`src/verilog/pwn_pkg.sv`:
```
// pwn_pkg: register map, field layout, reset values and timing constants
// for the port-write notification register bank.
// assumes a 100 MHz core clock and a 32-bit AHB-Lite register port.
`default_nettype none
package pwn_pkg;

  // ==========================================================================
  // register byte addresses
  localparam logic [31:0] RESET_REQUEST_NOTIFY_ENABLE_ADDR = 32'h0001_0970;
  localparam logic [31:0] NOTIFY_STATUS_ADDR = 32'h0001_0974;
  localparam logic [31:0] NOTIFY_BLOCK_HEADER_ADDR = 32'h0001_0a00;
  localparam logic [31:0] NOTIFY_CONTROL_ADDR = 32'h0001_0a04;

  // ==========================================================================
  // field positions (bit 0 is the least significant bit of the bus word)
  localparam int NOTIFY_ENABLE_BIT = 0;
  localparam int NEXT_BLOCK_POINTER_LSB = 16;
  localparam int BLOCK_REVISION_LSB = 12;
  localparam int BLOCK_KIND_LSB = 0;
  localparam int REPEAT_PERIOD_LSB = 28;
  localparam int CAPTURE_POLICY_BIT = 24;
  localparam int STATUS_SOURCE_BIT = 0;
  localparam int STATUS_REPEAT_BIT = 1;

  // ==========================================================================
  // header contents and reset values
  localparam logic [15:0] NEXT_BLOCK_POINTER = 16'h010d;
  localparam logic [3:0] BLOCK_REVISION_RESET = 4'h0; // arbitrary neutral revision code
  localparam logic [11:0] BLOCK_KIND_RESET = 12'h000; // arbitrary neutral kind code
  localparam logic [3:0] REPEAT_PERIOD_RESET = 4'h0;
  localparam logic CAPTURE_POLICY_RESET = 1'b0;
  localparam logic [31:0] READ_ZERO = 32'h0000_0000;

  // repeat-period codes: zero for once, the others one-hot
  localparam logic [3:0] REPEAT_ONCE = 4'h0;
  localparam logic [3:0] REPEAT_CODE_1 = 4'h1;
  localparam logic [3:0] REPEAT_CODE_2 = 4'h2;
  localparam logic [3:0] REPEAT_CODE_4 = 4'h4;
  localparam logic [3:0] REPEAT_CODE_8 = 4'h8;

  // ==========================================================================
  // timing: periods in microseconds, counted in service ticks of 1 us
  localparam int CLK_PERIOD_NS = 10;
  localparam int SERVICE_TICK_NS = 1000;
  localparam int SERVICE_TICK_CYCLES = SERVICE_TICK_NS / CLK_PERIOD_NS;
  localparam int REPEAT_1_US = 103;
  localparam int REPEAT_2_US = 205;
  localparam int REPEAT_4_US = 410;
  localparam int REPEAT_8_US = 820;
  localparam int PERIOD_WIDTH = 10;

  // AHB transfer type bit that marks an active transfer
  localparam int HTRANS_ACTIVE_BIT = 1;

  typedef enum logic {REPEAT_IDLE, REPEAT_RUNNING} pwn_repeat_state_type;

endpackage
`default_nettype wire

```
`src/verilog/pwn_notify_regs.sv`:
```
// pwn_notify_regs: port-write notification register bank with reset-request
// notification, error-report repeat timer and capture-policy control.
// assumes AHB-Lite single-word transfers, synchronous event inputs and a
// port-write transmitter that accepts one-cycle send pulses.
// limitations: HSIZE is not decoded, so a narrow write acts on the whole
// word; HRESP is always OKAY, unmapped words included. every repeat period
// is counted in service ticks of TICK_CYCLES clocks, so a smaller value
// shortens all periods in proportion, which keeps simulation runs short
// without changing the ratios between the four codes.
//
// Functional notes
// - reset request plus enable sends port-write
// - next-block pointer reads back fixed value
// - header holds read-only revision and kind
// - period zero sends error port-write once
// - one-hot codes pick 103/205/410/820 us
// - resend pending error port-write each expiry
// - error-detect write stops the repeat timer
// - period from service tick, within ten percent
// - next error report uses newly programmed period
// - capture bit selects continuous or reliable
// - flag reset-request source, software clears it
`timescale 1ns/1ps
`default_nettype none
module pwn_notify_regs
  import pwn_pkg::*;
#(
  parameter int TICK_CYCLES = SERVICE_TICK_CYCLES,
  parameter logic [3:0] BLOCK_REVISION = BLOCK_REVISION_RESET,
  parameter logic [11:0] BLOCK_KIND = BLOCK_KIND_RESET
) (
  input wire logic CORE_CLK,
  input wire logic RST,
  // ahb-lite slave port
  input wire logic HSEL,
  input wire logic [31:0] HADDR,
  input wire logic [1:0] HTRANS,
  input wire logic HWRITE,
  input wire logic [2:0] HSIZE,
  input wire logic [31:0] HWDATA,
  input wire logic HREADY,
  output logic [31:0] HRDATA,
  output logic HREADYOUT,
  output logic HRESP,
  // events from the port and the device
  input wire logic RESET_REQUEST,
  input wire logic ERROR_EVENT,
  input wire logic ERROR_DETECT_WRITE,
  input wire logic GLOBAL_NOTIFY_ENABLE,
  // requests to the port-write transmitter and capture logic
  output logic RESET_PW_SEND,
  output logic ERROR_PW_SEND,
  output logic CAPTURE_POLICY,
  output logic REPEAT_ACTIVE
);

  // ==========================================================================
  // elaboration checks
  if (TICK_CYCLES < 1 || TICK_CYCLES > 65535) begin : g_bad_tick
    $error("TICK_CYCLES must lie between 1 and 65535");
  end
  // the longest one-hot period must fit the tick counter
  if (REPEAT_8_US >= (1 << PERIOD_WIDTH)) begin : g_bad_width
    $error("PERIOD_WIDTH is too narrow for the longest repeat period");
  end

  // ==========================================================================
  // functions

  // period in service ticks for a one-hot code; zero for once or reserved
  // a reserved code therefore behaves as send-once
  function automatic logic [PERIOD_WIDTH-1:0] period_ticks(input logic [3:0] code);
    logic [PERIOD_WIDTH-1:0] ticks;
    ticks = '0;
    unique case (code)
      REPEAT_CODE_1: ticks = PERIOD_WIDTH'(REPEAT_1_US);
      REPEAT_CODE_2: ticks = PERIOD_WIDTH'(REPEAT_2_US);
      REPEAT_CODE_4: ticks = PERIOD_WIDTH'(REPEAT_4_US);
      REPEAT_CODE_8: ticks = PERIOD_WIDTH'(REPEAT_8_US);
      default: ticks = '0;
    endcase
    return ticks;
  endfunction

  // word address of a byte address; the two low bits never select a register
  function automatic logic [31:0] word_address(input logic [31:0] addr);
    return {addr[31:2], 2'b00};
  endfunction

  // read value of one register word; unmapped words read zero
  // fields sit with bit 0 as the least significant bit of the bus word
  function automatic logic [31:0] read_word(
    input logic [31:0] addr,
    input logic notify_en,
    input logic [3:0] period,
    input logic policy,
    input logic source,
    input logic repeating
  );
    logic [31:0] word;
    word = READ_ZERO;
    if (addr == RESET_REQUEST_NOTIFY_ENABLE_ADDR) begin
      word[NOTIFY_ENABLE_BIT] = notify_en;
    end else if (addr == NOTIFY_STATUS_ADDR) begin
      word[STATUS_SOURCE_BIT] = source;
      word[STATUS_REPEAT_BIT] = repeating;
    end else if (addr == NOTIFY_BLOCK_HEADER_ADDR) begin
      word[NEXT_BLOCK_POINTER_LSB +: 16] = NEXT_BLOCK_POINTER;
      word[BLOCK_REVISION_LSB +: 4] = BLOCK_REVISION;
      word[BLOCK_KIND_LSB +: 12] = BLOCK_KIND;
    end else if (addr == NOTIFY_CONTROL_ADDR) begin
      word[REPEAT_PERIOD_LSB +: 4] = period;
      word[CAPTURE_POLICY_BIT] = policy;
    end
    return word;
  endfunction

  // ==========================================================================
  // ahb-lite address and data phase
  logic phase_write;
  logic [31:0] phase_addr;
  logic take;
  logic write_now;
  logic hit_enable;
  logic hit_status;
  logic hit_control;

  // a transfer is taken only when the bus is ready; IDLE and BUSY are ignored
  assign take = HSEL && HREADY && HTRANS[HTRANS_ACTIVE_BIT];
  assign write_now = phase_write;

  // register hits of the write now in its data phase
  assign hit_enable = write_now && (phase_addr == RESET_REQUEST_NOTIFY_ENABLE_ADDR);
  assign hit_status = write_now && (phase_addr == NOTIFY_STATUS_ADDR);
  assign hit_control = write_now && (phase_addr == NOTIFY_CONTROL_ADDR);

  // capture the address phase; only whole-word transfers are expected;
  // the write flag drops in any cycle without a taken write, so one
  // data phase never repeats an earlier write
  always_ff @(posedge CORE_CLK or posedge RST) begin
    if (RST) begin
      phase_write <= 1'b0;
      phase_addr <= '0;
    end else begin
      phase_write <= take && HWRITE;
      if (take) begin
        phase_addr <= word_address(HADDR);
      end
    end
  end

  // the slave never stalls and never errors
  // every register answers within one cycle, so no wait state is needed
  assign HREADYOUT = 1'b1;
  assign HRESP = 1'b0;

  // ==========================================================================
  // register state
  logic notify_enable;
  logic [3:0] repeat_period;
  logic capture_policy;
  logic source_flag;
  logic next_notify_enable;
  logic [3:0] next_repeat_period;
  logic next_capture_policy;
  logic next_source_flag;
  pwn_repeat_state_type repeat_state;

  // next values of software-visible registers, so a read that follows a
  // write back to back already sees the written value
  always_comb begin
    next_notify_enable = notify_enable;
    next_repeat_period = repeat_period;
    next_capture_policy = capture_policy;
    next_source_flag = source_flag;
    if (hit_enable) begin
      next_notify_enable = HWDATA[NOTIFY_ENABLE_BIT];
    end
    // reserved control bits are dropped here, so they always read zero
    if (hit_control) begin
      next_repeat_period = HWDATA[REPEAT_PERIOD_LSB +: 4];
      next_capture_policy = HWDATA[CAPTURE_POLICY_BIT];
    end
    // write one to clear; a new request in the same cycle wins
    if (hit_status && HWDATA[STATUS_SOURCE_BIT]) begin
      next_source_flag = 1'b0;
    end
    if (RESET_REQUEST) begin
      next_source_flag = 1'b1;
    end
  end

  // software registers, all zero after reset
  // the source flag survives a cleared enable; only software clears it
  always_ff @(posedge CORE_CLK or posedge RST) begin
    if (RST) begin
      notify_enable <= 1'b0;
      repeat_period <= REPEAT_PERIOD_RESET;
      capture_policy <= CAPTURE_POLICY_RESET;
      source_flag <= 1'b0;
    end else begin
      notify_enable <= next_notify_enable;
      repeat_period <= next_repeat_period;
      capture_policy <= next_capture_policy;
      source_flag <= next_source_flag;
    end
  end

  // read data registered at the address phase from the post-write values;
  // using the next values lets a read right behind a write see it at once,
  // at the cost of a longer path from HWDATA to HRDATA
  always_ff @(posedge CORE_CLK or posedge RST) begin
    if (RST) begin
      HRDATA <= READ_ZERO;
    end else if (take && !HWRITE) begin
      HRDATA <= read_word(word_address(HADDR), next_notify_enable, next_repeat_period,
                          next_capture_policy, next_source_flag,
                          repeat_state == REPEAT_RUNNING);
    end
  end

  // capture policy to the capture logic: 0 continuous, 1 reliable
  assign CAPTURE_POLICY = capture_policy;

  // ==========================================================================
  // reset-request notification
  // the request is queued only while the notify enable stands; the source
  // flag is kept regardless so software can still see the request
  // a request held high sends once for every cycle it stands
  always_ff @(posedge CORE_CLK or posedge RST) begin
    if (RST) begin
      RESET_PW_SEND <= 1'b0;
    end else begin
      RESET_PW_SEND <= RESET_REQUEST && notify_enable;
    end
  end

  // ==========================================================================
  // service tick: 1 us from the core clock, exact so well inside +/-10 %
  // one prescaler serves every period, so all four codes scale together
  // and a shorter tick in simulation keeps their ratios intact
  logic [15:0] tick_count;
  logic tick;

  assign tick = (tick_count == 16'(TICK_CYCLES - 1));

  // free-running prescaler; a repeat may start anywhere inside a tick, so
  // the first period is short by less than one tick (under 1 %)
  always_ff @(posedge CORE_CLK or posedge RST) begin
    if (RST) begin
      tick_count <= '0;
    end else if (tick) begin
      tick_count <= '0;
    end else begin
      tick_count <= tick_count + 16'h0001;
    end
  end

  // ==========================================================================
  // error-report repeat timer
  logic [PERIOD_WIDTH-1:0] period_reload;
  logic [PERIOD_WIDTH-1:0] period_left;
  logic [PERIOD_WIDTH-1:0] start_ticks;
  logic start;
  logic stop;
  logic expire;
  pwn_repeat_state_type next_repeat_state;

  assign start_ticks = period_ticks(repeat_period);
  assign start = ERROR_EVENT && GLOBAL_NOTIFY_ENABLE;
  // an error detect write is software's answer to the report; clearing
  // the global enable also halts repeats so a reprogramming
  // sequence leaves nothing pending under the old period
  assign stop = ERROR_DETECT_WRITE || !GLOBAL_NOTIFY_ENABLE;
  // expiry is the tick on which one tick is left, so a period of N ticks
  // ends on the Nth tick after the start
  assign expire = (repeat_state == REPEAT_RUNNING) && tick &&
                  (period_left == PERIOD_WIDTH'(1));

  // next state of the repeat timer; a stop outranks a new event and an
  // expiry, and a new event while running restarts with the current code,
  // so a send-once code ends a running repeat
  always_comb begin
    next_repeat_state = repeat_state;
    unique case (repeat_state)
      REPEAT_IDLE: begin
        if (!stop && start && start_ticks != '0) begin
          next_repeat_state = REPEAT_RUNNING;
        end
      end
      REPEAT_RUNNING: begin
        if (stop) begin
          next_repeat_state = REPEAT_IDLE;
        end else if (start && start_ticks == '0) begin
          next_repeat_state = REPEAT_IDLE;
        end
      end
    endcase
  end

  // timer state register
  always_ff @(posedge CORE_CLK or posedge RST) begin
    if (RST) begin
      repeat_state <= REPEAT_IDLE;
    end else begin
      repeat_state <= next_repeat_state;
    end
  end

  // the period is latched when an error report starts, so a change takes
  // effect with the next error report started; a running repeat keeps the old period
  always_ff @(posedge CORE_CLK or posedge RST) begin
    if (RST) begin
      period_reload <= '0;
      period_left <= '0;
    end else if (!stop && start) begin
      period_reload <= start_ticks;
      period_left <= start_ticks;
    end else if (!stop && repeat_state == REPEAT_RUNNING && tick) begin
      if (expire) begin
        period_left <= period_reload;
      end else begin
        period_left <= period_left - PERIOD_WIDTH'(1);
      end
    end
  end

  // first send on the event, then one per expiry while repeating
  // an expiry that meets a stop is dropped: software has already answered
  always_ff @(posedge CORE_CLK or posedge RST) begin
    if (RST) begin
      ERROR_PW_SEND <= 1'b0;
    end else begin
      ERROR_PW_SEND <= start || (expire && !stop);
    end
  end

  // timer activity, also shown in the status word
  assign REPEAT_ACTIVE = (repeat_state == REPEAT_RUNNING);

endmodule
`default_nettype wire

```
`config.mk`:
```
export PLATFORM = sky130hd
export DESIGN_NAME = pwn_notify_regs
export DESIGN_NICKNAME = d
export VERILOG_FILES = /design/src/verilog/pwn_pkg.sv /design/src/verilog/pwn_notify_regs.sv
export SDC_FILE = /design/constraint.sdc
export NUM_CORES = 1
export LEC_CHECK = 0
export ABC_AREA = 1
export ABC_CLOCK_PERIOD_IN_PS = 5000
export BUFFER_PORTS_ARGS = -buffer_cell sky130_fd_sc_hd__buf_2
export CAP_MARGIN = 5
export CORE_MARGIN = 1
export CORE_UTILIZATION = 55
export CTS_CLUSTER_DIAMETER = 150
export DETAILED_ROUTE_END_ITERATION = 10
export GPL_TIMING_DRIVEN = 0
export PLACE_DENSITY = 0.82
export SLEW_MARGIN = 25
export SYNTH_ARGS = -nofsm -noshare
export SYNTH_HDL_FRONTEND = slang
export SYNTH_SLANG_ARGS = --single-unit
```
`constraint.sdc`:
```
create_clock -name CORE_CLK -period 5 [get_ports CORE_CLK]
set_clock_uncertainty 0.2 [all_clocks]
set_input_delay 0.25 -clock CORE_CLK [delete_from_list [all_inputs] [get_ports CORE_CLK]]
set_output_delay 0.25 -clock CORE_CLK [all_outputs]
set_load 0.01 [all_outputs]
```
; After elaboration in Yosys (flattened, before gate mapping)
; Cells that the tools add are included.
[op_classes]
addsub = 2
bitwise = 1
eq_ne = 13
reduce_logical = 26
muxes = 23
[op_table]
columns = op, n
row1 = $eq A30 B15 Y1 const B, 7
row2 = $pmux W10 S4, 1
row3 = $mux W31, 1
row4 = $mux W10, 3
row5 = $mux W30, 1
row6 = $mux W20, 1
row7 = $logic_and A1 B1 Y1, 18
row8 = $add A16 B1 Y16 const B, 1
row9 = $eq A16 B7 Y1 const B, 1
row10 = $mux W16, 1
row11 = $mux W4, 3
row12 = $eq A10 B1 Y1 const B, 1
row13 = $logic_not A10 Y1, 1
row14 = $mux W1, 10
row15 = $reduce_bool A10 Y1, 1
row16 = $sub A10 B1 Y10 const B, 1
row17 = $eq A4 B1 Y1 const B, 1
row18 = $eq A4 B2 Y1 const B, 1
row19 = $eq A4 B3 Y1 const B, 1
row20 = $eq A4 B4 Y1 const B, 1
row21 = $logic_not A1 Y1, 3
row22 = $logic_or A1 B1 Y1, 2
row23 = $mux W2, 1
row24 = $pmux W1 S2, 1
row25 = 2 further kinds, 2
[word_totals]
elab_cells = 78
out_inout_bits = 38
register_bits = 109
inputBits = 78

; Logic depth before layout (Yosys ltp)
[depth]
ltp_word = 7
mapped_depth = 12
depth_no_buf = 12

; Least setup slack after synthesis
; No wires, ideal clock.
[synth_path]
path_type = register to register
startpoint = reg tick_count[0]
endpoint = reg period_left[5]
setup_time_ps = 65
t_required_ps = 4735
t_arrival_ps = 1360
path_slack_ps = 3376
synth_period_minus_slack_ps = 1624
n_path_buf = 0
stages_incl_launch_ff = 12
cell_sequence = dfrtp_1 -> ha_1 -> nand2_1 -> nor2_1 -> nand2_1 -> nor2_2 -> nand3_2 -> nor2_1 -> nor2_1 -> nand2_1 -> nand2_1 -> nand2_1
[synth_between]
elab_chain_cells = 6
elab_cells_between_ends = 8
classes_between = 1 x eq/ne / 3 x mux / 4 x reduce/logical
[synth_rtl]
columns = element, line
row1 = start: declaration, pwn_notify_regs.sv:242  ; logic [15:0] tick_count;
row2 = start signal: assignment, pwn_notify_regs.sv:255  ; tick_count <= tick_count + 16'h0001;
row3 = $eq A16 B7 Y1 (*), pwn_notify_regs.sv:245  ; assign tick = (tick_count == 16'(TICK_CYCLES - 1));
row4 = $logic_and A1 B1 Y1 (2 in series), pwn_notify_regs.sv:277  ; assign expire = (repeat_state == REPEAT_RUNNING) && tick &&
row5 = $mux W10, pwn_notify_regs.sv:320  ; if (expire) begin
row6 = $mux W10, pwn_notify_regs.sv:319  ; end else if (!stop && repeat_state == REPEAT_RUNNING && tick) begin
row7 = $mux W10, pwn_notify_regs.sv:316  ; end else if (!stop && start) begin
row8 = end signal: assignment, pwn_notify_regs.sv:318  ; period_left <= start_ticks;
row9 = end signal: assignment, pwn_notify_regs.sv:321  ; period_left <= period_reload;
row10 = end signal: assignment, pwn_notify_regs.sv:323  ; period_left <= period_left - PERIOD_WIDTH'(1);
row11 = end: declaration, pwn_notify_regs.sv:262  ; logic [PERIOD_WIDTH-1:0] period_left;
; Every way passes the cells marked *; elsewhere a longest branch is shown, timed or not. The select of a mux whose other input is x is not followed.
; A chain may end at the register's enable or synchronous reset.

; Final worst setup path
; Same ends and word-level chain as after synthesis.

==> impl_metrics.tcl <==
set metrics [dict create \
    syn_inst 605 \
    status "finished clean" \
    hold_viol 0 \
    syn_to_final_growth_pct 24.6 \
    utilization_pct 71.7 \
    htreeDepth 3 \
    antenna_found_initial 0 \
    period_needed_ns 1.95 \
    p_leak_nw 3.08 \
    initial_core_util_pct 57.5 \
    timing_worst_setup_path_type "reg -> reg" \
    pin_count 116 \
    synth-simple-area-share_pct 30.6 \
    drt-vias-per-instance 4.84 \
    synth_mux_area_share_pct 0.499 \
    detail-route-antenna-nets 0 \
    drive_gt1_share_pct 18.5 \
    min_path_cells 4 \
    cts_inserted_buffers 9 \
    peakVddDrop_mv 0.202 \
    cap_viol_max_count 0 \
    grt_pass1_vias 4091 \
    port_buffers 59 \
    p_per_area_nw_per_um2 266 \
    firstDrtPassIters 6 \
    syn_area_per_cell_sq_um 7.46 \
    maxSlewViolCount 0 \
    critPathLaunchType "register" \
    synthDistinctLibCells 38 \
    rsz0062_at_grt "no" \
    cts-root-buf "clkbuf_8" \
    syn_area_sq_um 4510 \
    cts_resized 0 \
    crit_fanout 7 \
    die_h_microns 92.6 \
    arrival_ns 2.06 \
    synth_top_family_by_area "simple AND/OR/NAND/NOR gates" \
    clk_pin_slew_ns 0.09 \
    hpwl_microns 6980 \
    endpoint_kind "register" \
    cts_max_path_buffers 2 \
    core_area_sq_um 7850 \
    grt_max_degree 57 \
    synth-xor-area-share_pct 2.52 \
    overflow 0 \
    synthTopCellsByArea "dfrtp_1 (45%), nand2_1 (12%), inv_1 (7.5%)" \
    core.rowCount 32 \
    finalSetupViolations 0 \
    antenna-diode-count 0 \
    grt_use_total_pct 26.0 \
    placed_cell_area_sq_um 5050 \
    cts_tree "built" \
    required_ns 5.11 \
    ys.warnings.count 0 \
    synthAdderAreaFrac_pct 0.831 \
    wl_per_cell_microns 12.0 \
    die_w_microns 92.6 \
    stdcell_area_sq_um 5620 \
    dr_total_vias 4089 \
    synth_compound_area_share_pct 6.62 \
    ys_seq_elements 82 \
    clk_latency_ns 0.36 \
    dieArea_sq_um 8570 \
    yosysSeqAreaShare_pct 45.5 \
    layout.nets 818 \
    grt_pass1_wl_microns 17500 \
    yosysTopAreaCell "dfrtp_1" \
    wl_microns 10100 \
    drt-initial-drc-count 175 \
    synth_top_area_share_pct 45.5 \
    min_period_over_period_pct 39.0 \
    ff2ff_path_depth 11 \
    drc 0 \
    cts.sinks 82 \
    timing.setup.tns_ns 0 \
    fmax_mhz 512 \
    gp_congestion 0.923 \
    regToRegSetupSlack_ns 3.05 \
    hp-class "in -> reg" \
]
## cell usage in the layout, fill, tap and decap left out, types with 4 or more instances in the layout
cell type	count
inv_6	4
buf_4	27
o21ai_0	32
dlygate4sd3_1	39
clkbuf_8	9
clkbuf_1	5
inv_2	6
nand2_1	149
inv_1	89
nor2_1	84
xor2_1	12
nor2_2	7
nand2_2	5
buf_2	61
conb_1	24
dfrtp_1	82
nor3_1	7
a21oi_1	15
nand3_1	35
nor2_4	4
nand4_1	13
## final timing paths
path / startpoint / end
setup / recovery: tick_count[0]$_DFF_PP0_ / period_left[5]$_DFFE_PP0P_
hold / removal: ERROR_DETECT_WRITE / ERROR_PW_SEND$_DFF_PP0_
setup reg to reg: tick_count[0]$_DFF_PP0_ / period_left[5]$_DFFE_PP0P_
hold reg to reg: tick_count[0]$_DFF_PP0_ / tick_count[0]$_DFF_PP0_
max in group asynchronous: RST / period_reload[2]$_DFFE_PP0P_
min in group asynchronous: RST / phase_addr[26]$_DFFE_PP0P_
## registers in the layout, indices dropped and copies added, names as in the netlist
signal / cells
tick_count: 16
RESET_PW_SEND: 1
period_reload: 7
phase_addr: 30
source_flag: 1
HRDATA: 8
ERROR_PW_SEND: 1
phase_write: 1
REPEAT_ACTIVE: 1
CAPTURE_POLICY: 1
period_left: 10
notify_enable: 1
repeat_period: 4
## worst max-delay path, cell delays in order, from the launching register on
cell     delay [ns]
dfrtp_1        0.38
ha_1           0.24
nand2_1        0.07
nor2_1         0.11
nand2_1        0.09
nor2_2         0.25
nand3_2        0.21
nor2_1         0.13
nor2_1         0.06
nand2_1        0.06
nand2_1        0.05
nand2_1        0.05
## report_power, final
part	internal, mW	switching [mW]	leakage (nW)	total (mW)
Sequential	0.725	0.0474	1.03	0.773
Clock	0.190	0.263	0.0929	0.452
Combinational	0.122	0.147	1.96	0.269
## timing repair
item                                   4_1_cts  5_1_grt
setup buffers                                0        0
hold buffers                                39        0
endpoints found under the hold margin       64        0
## per-stage QoR
step | setup slack [ns] | hold WS (ns) | instances | total power, mW
after global routing | 2.89 | 0.0181 | 844 | 1.59
after CTS | 3.07 | 0.00174 | 844 | 1.50
after detailed placement | 3.12 | 0.0614 | 789 | 1.03
after floorplan | 2.44 | 0.150 | 627 | 0.958
after global placement | 1.53 | 0.249 | 788 | 1.01
final | 3.05 | 0.0114 | 844 | 1.49
## per-layer routing
layer | GRT usage [%] | wire, microns
met2 | 46.4 | 5160
met3 | 6.08 | 454
met1 | 30.8 | 4290
met5 | 0 | 0
met4 | 8.33 | 185
## Yosys cell counts
| cell type | count |
|---|---|
| buf_4 | 27 |
| nor3_1 | 7 |
| a31oi_1 | 1 |
| mux2_2 | 2 |
| nor4_2 | 1 |
| inv_2 | 6 |
| clkinv_1 | 1 |
| nand3_1 | 35 |
| o21ai_0 | 32 |
| nand4_1 | 13 |
| nor2_4 | 4 |
| a21oi_1 | 15 |
| a21oi_2 | 1 |
| clkbuf_1 | 5 |
| a211o_1 | 1 |
| nand3b_1 | 1 |
| nor2_2 | 7 |
| or2_1 | 1 |
| ha_1 | 3 |
| nand2_1 | 149 |
| nand2_2 | 5 |
| clkinv_2 | 1 |
| nor4_1 | 1 |
| buf_2 | 2 |
| nor3_2 | 1 |
| o21ai_1 | 2 |
| dfrtp_1 | 82 |
| nand3_2 | 2 |
| nor3b_1 | 1 |
| nor2_1 | 84 |
| nand4_2 | 1 |
| conb_1 | 2 |
| and2_1 | 2 |
| xnor2_1 | 1 |
| o21bai_1 | 2 |
| o211ai_1 | 2 |
| inv_1 | 90 |
| xor2_1 | 12 |
## kinds of logic (layout without fill, tap and decap cells)
kind of cell	Yosys count	in the layout
AND/OR/NAND/NOR	315	315
other	2	24
XOR/XNOR	13	13
AO/OA/AOI/OAI	56	56
adder cells (fa/ha/maj)	3	3
buffers and inverters	132	247
multiplexers	2	2
flip-flops	82	82
## area by class of cell
type	instances	area [sq um]
Sequential cell	82	2050
Tap cell	102	128
Buffer	34	231
Clock buffer	9	124
Clock inverter	7	58.8
Multi-Input combinational cell	413	1940
Timing Repair Buffer	99	713
Fill cell	608	2220
Inverter	98	372
Power figures use the tool's default switching activity.
